### src/logic/sar_adc_defs.vh
/*
  Constants for the converter conversion control: clock divider widths,
  phase lengths, source and reference select codes, result layout.
  Assumes inclusion by bare name from files under logic/.
*/
`ifndef SAR_ADC_DEFS_VH
`define SAR_ADC_DEFS_VH

// ----------------------------------------------------------------
// Timing in converter clock cycles, result and divider widths
// ----------------------------------------------------------------
`define SAMPLE_CYCLES      4'h4
`define CONVERT_CYCLES     4'hA
`define TOTAL_CYCLES       4'hE
`define RESULT_BITS        10
`define RESULT_FULL_SCALE  10'h3FF
`define DIV_WIDTH          3
`define DIV_COUNT_WIDTH    7

// ----------------------------------------------------------------
// Input source select codes
// ----------------------------------------------------------------
`define SRC_EXT0           3'h0
`define SRC_GND_LO         3'h1
`define SRC_GND_HI         3'h3
`define SRC_VDD4           3'h4

// ----------------------------------------------------------------
// Reference select codes
// ----------------------------------------------------------------
`define REF_VDD            2'h1
`define REF_AMP            2'h2

// ----------------------------------------------------------------
// Analog mux selection one-hot positions, external channel count
// ----------------------------------------------------------------
`define MUX_EXT            0
`define MUX_GND            1
`define MUX_VDD4           2
`define REF_SEL_PIN        0
`define REF_SEL_VDD        1
`define REF_SEL_AMP        2
`define EXT_CHANNELS       8

`endif

### src/logic/adc_clock_divider.v
/*
  Converter clock enable generator: one-cycle tick every 2^code system
  clocks. Assumes a synchronous clear when the divider must restart.
*/
`timescale 1ns/1ps
`default_nettype none

module adc_clock_divider #(
  parameter SEL_W = 3,
  parameter CNT_W = 7
) (
  input  wire             clock,
  input  wire             rst,
  input  wire             clear,
  input  wire [SEL_W-1:0] divide_code,
  output reg              tick
);

  reg  [CNT_W-1:0] count_q;
  wire [CNT_W-1:0] limit;

  // Terminal count is ratio minus one
  assign limit = (({{(CNT_W-1){1'b0}}, 1'b1} << divide_code) - {{(CNT_W-1){1'b0}}, 1'b1});

  always @(posedge clock or posedge rst) begin
    if (rst) begin
      count_q <= {CNT_W{1'b0}};
      tick    <= 1'b0;
    end else if (clear) begin
      count_q <= {CNT_W{1'b0}};
      tick    <= 1'b0;
    end else if (count_q >= limit) begin
      count_q <= {CNT_W{1'b0}};
      tick    <= 1'b1;
    end else begin
      count_q <= count_q + {{(CNT_W-1){1'b0}}, 1'b1};
      tick    <= 1'b0;
    end
  end

endmodule // adc_clock_divider

`default_nettype wire

### src/logic/sar_adc_conversion_control.v
/*
  Conversion control for a 10-bit successive-approximation converter:
  start pulse detection, busy flag, sample and convert sequencing,
  power gating, analog selection decode and result byte layout.
  Assumes control bits from same-clock logic; the comparator output
  from the analog core is asynchronous and is synchronised here.
*/
`timescale 1ns/1ps
`default_nettype none
`include "sar_adc_defs.vh"

module sar_adc_conversion_control (
  input  wire       clock,
  input  wire       rst,
  input  wire       start_bit,
  input  wire       converter_power_enable,
  input  wire       result_format_select,
  input  wire [2:0] clock_divide_select,
  input  wire [2:0] input_source_select,
  input  wire [3:0] external_channel_select,
  input  wire [1:0] reference_select,
  input  wire       global_interrupt_enable,
  input  wire       conversion_interrupt_enable,
  input  wire       request_flag_clear,
  input  wire       comparator_in,
  output reg        conversion_busy_flag,
  output reg        conversion_request_flag,
  output reg        conversion_interrupt,
  output reg  [7:0] result_high_byte,
  output reg  [7:0] result_low_byte,
  output reg        analog_power_on,
  output reg        sample_hold,
  output reg  [9:0] dac_code,
  output reg  [7:0] channel_connect,
  output reg  [2:0] input_mux_sel,
  output reg  [2:0] reference_mux_sel
);

  // ----------------------------------------------------------------
  // States
  // ----------------------------------------------------------------
  localparam ST_IDLE    = 2'h0;
  localparam ST_SAMPLE  = 2'h1;
  localparam ST_CONVERT = 2'h2;

  reg  [1:0] state_q;
  reg  [3:0] phase_count_q;
  reg  [9:0] sar_q;
  reg  [3:0] bit_index_q;
  reg        start_prev_q;
  reg        start_armed_q;
  reg        comp_meta_q;
  reg        comp_sync_q;
  wire       adc_tick;
  wire       start_fire;
  wire       finish;

  // ----------------------------------------------------------------
  // Converter clock
  // ----------------------------------------------------------------
  adc_clock_divider #(
    .SEL_W (`DIV_WIDTH),
    .CNT_W (`DIV_COUNT_WIDTH)
  ) u_div (
    .clock       (clock),
    .rst         (rst),
    .clear       (state_q == ST_IDLE),
    .divide_code (clock_divide_select),
    .tick        (adc_tick)
  );

  // ----------------------------------------------------------------
  // Start pulse detect: rise arms, fall triggers
  // ----------------------------------------------------------------
  assign start_fire = start_armed_q & start_prev_q & ~start_bit;

  always @(posedge clock or posedge rst) begin
    if (rst) begin
      start_prev_q  <= 1'b0;
      start_armed_q <= 1'b0;
    end else begin
      start_prev_q <= start_bit;
      if (!converter_power_enable) begin
        start_armed_q <= 1'b0;
      end else if (start_bit & ~start_prev_q) begin
        start_armed_q <= 1'b1;
      end else if (start_fire) begin
        start_armed_q <= 1'b0;
      end
    end
  end

  // ----------------------------------------------------------------
  // Comparator synchroniser
  // ----------------------------------------------------------------
  always @(posedge clock or posedge rst) begin
    if (rst) begin
      comp_meta_q <= 1'b0;
      comp_sync_q <= 1'b0;
    end else begin
      comp_meta_q <= comparator_in;
      comp_sync_q <= comp_meta_q;
    end
  end

  // ----------------------------------------------------------------
  // Sequencer
  // ----------------------------------------------------------------
  assign finish = (state_q == ST_CONVERT) & adc_tick &
                  (phase_count_q == `CONVERT_CYCLES - 4'h1);

  always @(posedge clock or posedge rst) begin
    if (rst) begin
      state_q       <= ST_IDLE;
      phase_count_q <= 4'h0;
      sar_q         <= 10'h000;
      bit_index_q   <= 4'h0;
    end else if (!converter_power_enable) begin
      state_q       <= ST_IDLE;
      phase_count_q <= 4'h0;
    end else begin
      case (state_q)
        ST_IDLE: begin
          if (start_fire) begin
            state_q       <= ST_SAMPLE;
            phase_count_q <= 4'h0;
          end
        end
        ST_SAMPLE: begin
          if (adc_tick) begin
            if (phase_count_q == `SAMPLE_CYCLES - 4'h1) begin
              state_q       <= ST_CONVERT;
              phase_count_q <= 4'h0;
              sar_q         <= 10'h200;
              bit_index_q   <= 4'h9;
            end else begin
              phase_count_q <= phase_count_q + 4'h1;
            end
          end
        end
        ST_CONVERT: begin
          if (adc_tick) begin
            // Keep trial bit if input at or above trial level, then try next
            sar_q[bit_index_q] <= comp_sync_q;
            if (bit_index_q != 4'h0) begin
              sar_q[bit_index_q - 4'h1] <= 1'b1;
              bit_index_q <= bit_index_q - 4'h1;
            end
            if (finish) begin
              state_q <= ST_IDLE;
            end else begin
              phase_count_q <= phase_count_q + 4'h1;
            end
          end
        end
        default: begin
          state_q <= ST_IDLE;
        end
      endcase
    end
  end

  // ----------------------------------------------------------------
  // Busy, request, interrupt, result
  // ----------------------------------------------------------------
  always @(posedge clock or posedge rst) begin
    if (rst) begin
      conversion_busy_flag    <= 1'b0;
      conversion_request_flag <= 1'b0;
      conversion_interrupt    <= 1'b0;
      result_high_byte        <= 8'h00;
      result_low_byte         <= 8'h00;
    end else begin
      if (!converter_power_enable || finish) begin
        conversion_busy_flag <= 1'b0;
      end else if (state_q == ST_IDLE && start_fire) begin
        conversion_busy_flag <= 1'b1;
      end
      // Set wins over clear
      if (finish) begin
        conversion_request_flag <= 1'b1;
      end else if (request_flag_clear) begin
        conversion_request_flag <= 1'b0;
      end
      conversion_interrupt <= (conversion_request_flag | finish) &
                              global_interrupt_enable &
                              conversion_interrupt_enable;
      if (finish) begin
        // Final bit folded in; result stands with busy falling
        if (result_format_select) begin
          result_high_byte <= {6'h00, sar_q[9:8]};
          result_low_byte  <= {sar_q[7:1], comp_sync_q};
        end else begin
          result_high_byte <= sar_q[9:2];
          result_low_byte  <= {6'h00, sar_q[1], comp_sync_q};
        end
      end
    end
  end

  // ----------------------------------------------------------------
  // Analog core controls
  // ----------------------------------------------------------------
  always @(posedge clock or posedge rst) begin
    if (rst) begin
      analog_power_on   <= 1'b0;
      sample_hold       <= 1'b0;
      dac_code          <= 10'h000;
      channel_connect   <= 8'h00;
      input_mux_sel     <= 3'h0;
      reference_mux_sel <= 3'h0;
    end else begin
      analog_power_on <= converter_power_enable;
      sample_hold     <= converter_power_enable & (state_q == ST_SAMPLE);
      dac_code        <= sar_q;
      if (!converter_power_enable) begin
        input_mux_sel     <= 3'h0;
        reference_mux_sel <= 3'h0;
        channel_connect   <= 8'h00;
      end else begin
        if (input_source_select == `SRC_VDD4) begin
          input_mux_sel <= 3'h1 << `MUX_VDD4;
        end else if (input_source_select >= `SRC_GND_LO &&
                     input_source_select <= `SRC_GND_HI) begin
          input_mux_sel <= 3'h1 << `MUX_GND;
        end else begin
          input_mux_sel <= 3'h1 << `MUX_EXT;
        end
        if (reference_select == `REF_VDD) begin
          reference_mux_sel <= 3'h1 << `REF_SEL_VDD;
        end else if (reference_select == `REF_AMP) begin
          reference_mux_sel <= 3'h1 << `REF_SEL_AMP;
        end else begin
          reference_mux_sel <= 3'h1 << `REF_SEL_PIN;
        end
        if (!external_channel_select[3] &&
            (input_source_select == `SRC_EXT0 ||
             input_source_select > `SRC_VDD4)) begin
          channel_connect <= 8'h01 << external_channel_select[2:0];
        end else begin
          channel_connect <= 8'h00;
        end
      end
    end
  end

endmodule // sar_adc_conversion_control

`default_nettype wire

### config.mk
export PLATFORM = sky130hd
export DESIGN_NAME = sar_adc_conversion_control
export DESIGN_NICKNAME = d
export VERILOG_FILES = /design/src/logic/adc_clock_divider.v /design/src/logic/sar_adc_conversion_control.v
export VERILOG_INCLUDE_DIRS = /design/src /design/src/logic
export SDC_FILE = /design/constraint.sdc
export NUM_CORES = 1
export LEC_CHECK = 0
export BUFFER_PORTS_ARGS = -buffer_cell sky130_fd_sc_hd__buf_2
export CAP_MARGIN = 20
export CORE_MARGIN = 4
export CORE_UTILIZATION = 45
export CTS_BUF_LIST = sky130_fd_sc_hd__clkbuf_8 sky130_fd_sc_hd__clkbuf_16
export CTS_CLUSTER_SIZE = 24
export DETAILED_ROUTE_END_ITERATION = 7
export PLACE_DENSITY = 0.66
export SYNTH_ARGS = -nofsm -noshare
export SYNTH_HDL_FRONTEND = slang
export SYNTH_HIERARCHICAL = 1
export SYNTH_SLANG_ARGS = --single-unit
### constraint.sdc
create_clock -name clock -period 5 [get_ports clock]
set_input_delay 1 -clock clock [delete_from_list [all_inputs] [get_ports clock]]
set_output_delay 1 -clock clock [all_outputs]
set_load 0.03 [all_outputs]
==> impl_metrics.csv, run 1 <==
group,metric,value,unit
routing,dr_wl_met3,512,um
yosys,syn_nets,430,
power_and_ir_drop,p_per_area,327,nW/um^2
cells_and_area,syn2layout_area_growth,16.5,%
timing,finalSetupTns,0,ns
yosys,avgSynthCellArea,9.96,sq um
yosys,synth-simple-area-share,0.205,
cells_and_area,final_area,4480,sq um
global_routing,grt_max_degree,51,
worst_setup_path,cp_slowest_cell,"a222oi_1",
yosys,synth_mux_area_frac,0.0133,
routing,drtPass1Iterations,4,
timing,worst_pin_slew,0.856,ns
worst_setup_path,worstSetupPathType,"flip-flop to flip-flop",
clock_tree,post_cts_buffers,0,
global_routing,grt_first_pass_wirelength,14000,um
clock_tree,clk_pin_slew_worst_paths,0.09,ns
yosys,ys_seq_area_frac,0.501,
timing,skew,0.0112,ns
clock_tree,h-tree-depth,3,
min_path,min_path_type,"flip-flop to flip-flop",
clock_tree,clockBufferDepth,2,
power_and_ir_drop,irDropWorstVdd,0.000133,V
timing,slew-limit-headroom,0.429,
clock_tree,tritoncts,"yes",
routing,wl_met1,3850,um
routing,wirelength,8260,um
worst_setup_path,endpoint,"state_q[1]",
cells_and_area,num-nets-final,492,
yosys,async_reset_ff_frac,1.00,
timing,finalSetupViolCount,0,
worst_setup_path,end_kind,"flip-flop",
die,die_h,100,um
global_routing,grt_pass1_vias,2954,
die,die-area,10100,sq um
worst_setup_path,crit_fanout,28,
cells_and_area,multi_input_area,1770,sq um
routing,drtIter0Drc,188,
cells_and_area,diodes,0,
placed_design,gp_congestion,0.857,
routing,vias,3038,
cells_and_area,fillers,777,
die,start_util,0.465,
timing,clock.fmax,377,MHz
yosys,yosys.area_share.adder,0.0775,
run_status,outcome,"completed",
timing,fin_ws,2.35,ns
timing,timing_hold_violations_final,0,
global_routing,track_usage,0.172,
yosys,ys_warn_count,6,
yosys,synthXorXnorAreaFrac,0.0114,
routing,via_per_inst,5.44,
die,num_rows,33,
cells_and_area,finalCoreUtilization,0.542,
timing,fin_crit_sh,0.530,
clock_tree,insertion_delay,0.34,ns
cells_and_area,seqCellArea,1930,sq um
yosys,synth_top_family_by_area,"simple AND/OR/NAND/NOR gates",
routing,antenna_left,0,
routing,met2_length,3750,um
power_and_ir_drop,p_leak,0.00220,uW
worst_setup_path,rr_worst_depth,6,
clock_tree,cts.repair.resized,0,
yosys,syn_inst,386,
timing,period_needed,2.65,ns
yosys,synthFlopType,"dfrtp_1",
cells_and_area,drive_above_1_share,0.208,
clock_tree,cts-root-buf,"clkbuf_8",
placed_design,dp_slack,2.28,ns
die,coreArea,8260,sq um
clock_tree,cts_inserted_buffers,9,
run,drv_cap,0,
yosys,synth_cell_types,59,
routing,topRoutingLayerUsed,"met4",
placed_design,io_buffers,65,
yosys,synth_compound_area_frac,0.154,
worst_setup_path,regToRegEndpoint,"state_q[1]",
yosys,yosysTopAreaCellShare,0.501,
min_path,worstHoldStart,"comp_meta_q",
timing,whs,0.366,ns
worst_setup_path,crit_required,5.28,ns
die,die_w,100,um
global_routing,gr-total-overflow,0,
worst_setup_path,ff2ff_setup_slack,2.35,ns
yosys,synth-edff-count,0,
clock_tree,cts_sinks,77,
worst_setup_path,start_kind,"flip-flop",
worst_setup_path,cp-startpoint,"state_q[0]",
timing,slew_viol_final,0,
die,io_pins,66,
routing,drc,0,
yosys,synth_area,3840,sq um
worst_setup_path,regToRegStartpoint,"state_q[0]",
routing,avgRoutedWirePerCell,14.8,um
clock_tree,holdBufCountCts,0,
worst_setup_path,cp.arrival,2.93,ns
timing,grt_setup_unrepaired,"no",
worst_setup_path,cp_cell_sequence,"inv_1 > ha_1 > nand3b_1 > or2_1 > a222oi_1 > o221a_1",
yosys,post-synth-top-area-cell,"dfrtp_1",
placed_design,dpl_cell_area,4240,sq um
yosys,synth-seq-cells,77,
global_routing,antenna_found_initial,0,
yosys,yosys-top-cells-area,"dfrtp_1 50%, ha_1 7.5%, nand2_1 4.4%",
worst_setup_path,crit_path_max_incr_delay,0.62,ns
placed_design,dpl.hpwl,5890,um
[cell usage after synthesis (5+ instances only)]
master     n
a21oi_1   13
a31oi_1    6
and2_1    10
clkbuf_1  13
dfrtp_1   77
ha_1      23
inv_1     21
nand2_1   45
nand2b_1  10
nand3_1   16
nand3b_1   5
nand4_1    6
nor2_1    25
nor3_1     7
o21ai_0   33
[layout by cell type, fill, tap and decap left out, types with 3 or more instances in the layout]
cell type,instances
clkbuf_8,9
and2_1,10
buf_2,65
nand4_1,6
nand3b_1,5
a21oi_1,13
dfrtp_1,77
or3_1,3
nor2b_1,4
ha_1,23
a22o_1,4
nand2_1,45
mux2i_1,4
xnor2_1,4
nor3_1,7
and3b_1,3
nor2_1,25
a211oi_1,4
inv_1,21
and3_1,4
nand2b_1,10
nor3b_1,3
nand3_1,16
o21ai_0,33
a31oi_1,6
[worst min-delay path by stage]
stage	to	cells after the start	slack, ns
final	comp_sync_q	0	0.37
after global routing	comp_sync_q	0	0.38
after CTS	comp_sync_q	0	0.36
after detailed placement	comp_sync_q	0	0.34
after global placement	comp_sync_q	0	0.34
after floorplan	comp_sync_q	0	0.33
[power breakdown]
group          internal, uW  total [uW]  switching [uW]  leakage [uW]
combinational           107         283             176       0.00111
clock                   279         506             227      0.000114
sequential              647         676            29.9      0.000974
total                  1030        1470             432       0.00220
[worst max-delay path: cells and delay by family, from the launching register on]
family                     cells  cell delay [ns]
AOI/OAI and AO/OA              2             0.90
adders and majority gates      1             0.43
buffers and inverters          1             0.12
DFF                            1             0.40
and+or+nand+nor                2             0.74
[per-layer routing]
metal  vias to the layer above  GRT usage
met3                        11     0.0334
met1                      1463      0.234
met2                        88      0.272
li1                       1476          -
met4                         0     0.0632
met5                         -          0
[metrics by stage]
step                std cells  total power, uW
global placement          541              962
finish                    558             1470
detailed placement        541              968
CTS                       557             1480
floorplan                 386              895
global route              558             1540
[kinds of logic (layout without fill, tap and decap cells)]
logic type | after synthesis | after routing
AOI/OAI and AO/OA | 87 | 87
xor gates and xnor gates | 5 | 5
adders and majority gates | 24 | 24
buffers and inverters | 37 | 104
DFF | 77 | 77
muxes | 5 | 5
and+or+nand+nor | 151 | 151
[state kept, by name (all words and copies together) (netlist names), 2 cells and up]
name / flops
u_div/count_q: 7
reference_mux_sel: 3
channel_connect: 8
phase_count_q: 4
bit_index_q: 4
result_high_byte: 8
sar_q: 10
result_low_byte: 8
input_mux_sel: 3
dac_code: 10
state_q: 2
[area by class of cell]
class,instances,area share
Clock inverter,7,0.0204
Timing Repair Buffer,67,0.0788
Inverter,21,0.0176
Tap cell,105,0.0293
Multi-Input combinational cell,272,0.396
Clock buffer,9,0.0277
Sequential cell,77,0.430
Power figures use the tool's default switching activity.
==> run 2, diff against run 1 <==
==> constraint.sdc (replaced) <==
create_clock -name clock -period 2.5 [get_ports clock]
set_input_delay 0.5 -clock clock [delete_from_list [all_inputs] [get_ports clock]]
set_output_delay 0.5 -clock clock [all_outputs]
set_load 0.03 [all_outputs]
==> run 2 against run 1 <==
Net effect:
- global-route usage decreased by 0.17 points
- first-iteration DRC count decreased by 28%
- critical path depth unchanged
- clock-buffer cell count is 1 higher
- critical path type unchanged
- largest power group unchanged
- highest routed layer unchanged
==> impl_metrics.csv, run 2 (synthesis gave the netlist of run 1 again) <==
group,metric,value,unit
run_status,outcome,"completed",
global_routing,use_met2,0.263,
placed_design,post-place-cells,545,
worst_setup_path,crit_required,2.75,ns
clock_tree,tritoncts,"yes",
clock_tree,holdBufCountCts,0,
clock_tree,h-tree-depth,3,
global_routing,gr-total-overflow,0,
cells_and_area,largestRegisters,"dac_code x10, sar_q x10",
global_routing,track_usage,0.170,
timing,clock.fmax,445,MHz
routing,via_per_inst,5.43,
global_routing,antenna_found_initial,0,
cells_and_area,final_cell_mix,"77 x dfrtp_1, 65 x buf_2, 45 x nand2_1",
clock_tree,cts_sinks,77,
placed_design,dpl.hpwl,5870,um
routing,wirelength,8260,um
die,die-area,10100,sq um
timing,slew-limit-headroom,0.548,
global_routing,grt_busiest_layer,"met2",
die,start_util,0.465,
global_routing,gr-usage-met1,0.234,
clock_tree,cts_inserted_buffers,9,
placed_design,io_buffers,65,
die,io_pins,66,
die,coreArea,8260,sq um
routing,antenna_left,0,
placed_design,gp_congestion,0.863,
placed_design,dp_slack,0.291,ns
timing,worst_pin_slew,0.678,ns
min_path,min_path_type,"input pin to asynchronous set/reset pin",
worst_setup_path,crit_fanout,10,
global_routing,grt_max_degree,70,
clock_tree,cts-root-buf,"clkbuf_8",
cells_and_area,finalCoreUtilization,0.543,
timing,finalSetupTns,0,ns
timing,skew,0.00652,ns
cells_and_area,syn2layout_area_growth,16.7,%
worst_setup_path,ff2ff_setup_slack,0.25,ns
cells_and_area,diodes,0,
timing,fin_ws,0.255,ns
global_routing,grt_pass1_vias,2851,
routing,drc,0,
timing,finalSetupViolCount,0,
cells_and_area,fin_cells,561,
routing,drtPass1Iterations,4,
power_and_ir_drop,irDropWorstVdd,0.000501,V
routing,drtIter0Drc,135,
clock_tree,clk_pin_slew_worst_paths,0.08,ns
timing,slew_viol_final,0,
cells_and_area,num-nets-final,495,
worst_setup_path,start_kind,"flip-flop",
die,die_h,100,um
die,die_w,100,um
cells_and_area,final_common_cell,"dfrtp_1",
timing,fin_crit_sh,0.898,
clock_tree,insertion_delay,0.35,ns
timing,timing_hold_violations_final,0,
clock_tree,cts.repair.resized,0,
cells_and_area,drive_above_1_share,0.215,
worst_setup_path,cp.arrival,2.49,ns
global_routing,grt_first_pass_wirelength,13700,um
clock_tree,post_cts_buffers,0,
timing,period_needed,2.25,ns
timing,grt_setup_unrepaired,"no",
power_and_ir_drop,p_leak,0.00220,uW
die,num_rows,33,
worst_setup_path,end_kind,"flip-flop",
routing,vias,3046,
global_routing,use_met3,0.0375,
routing,avgRoutedWirePerCell,14.7,um
power_and_ir_drop,p_per_area,639,nW/um^2
worst_setup_path,worstSetupPathType,"flip-flop to flip-flop",
clock_tree,clockBufferDepth,2,
run,drv_cap,0,
run 2: changes by cell type in the layout (fill, tap and decap cells not counted), sizes merged:
cell and delta:
buf +3, clkinvlp +1, clkbuf +1, clkinv -1, bufinv -1
run 2: layout make-up:
class	count	area (sq um)
clock buffers	10	138
clock inverters	6	61.3
fillers	752	3770
inverters	21	78.8
multi-input cells	272	1770
flip-flops and latches	77	1930
well taps	105	131
repair buffers	70	375
run 2: routing by layer:
metal,up-vias,share of wire
met5,-,0
met3,15,0.071
met2,101,0.45
li1,1490,-
met4,0,0.015
met1,1440,0.46
run 2: worst paths after layout:
kind	start	to	cells after the start
worst max-delay path	bit_index_q[0]	sar_q[9]	6
worst min-delay path	rst	u_div/tick	2
worst max register to register	bit_index_q[0]	sar_q[9]	6
worst min register to register	comp_meta_q	comp_sync_q	0
max in group asynchronous	rst	bit_index_q[1]	3
min in group clock	comparator_in	comp_meta_q	1
run 2: power breakdown:
group	internal [uW]	switching, uW	total (uW)	leakage (uW)
Sequential	1290	50.4	1340	0.000974
Combinational	216	363	579	0.00112
Clock	487	458	945	0.000102
run 2: worst max-delay path, cell delays in order (launching register included):
cell and delay [ns]:
dfrtp_1 0.51, inv_1 0.15, ha_1 0.35, or4_4 0.48, a2111oi_4 0.32, nor3_1 0.10, a211oi_1 0.24
run 2: per-stage QoR:
step	instance area, sq um	total power, uW	hold slack (ns)
detailed placement	4290	1940	0.335
finish	4490	2870	0.0954
global route	4490	3030	0.121
CTS	4490	2900	0.0922
floorplan	3840	1790	0.316
global placement	4290	1930	0.337
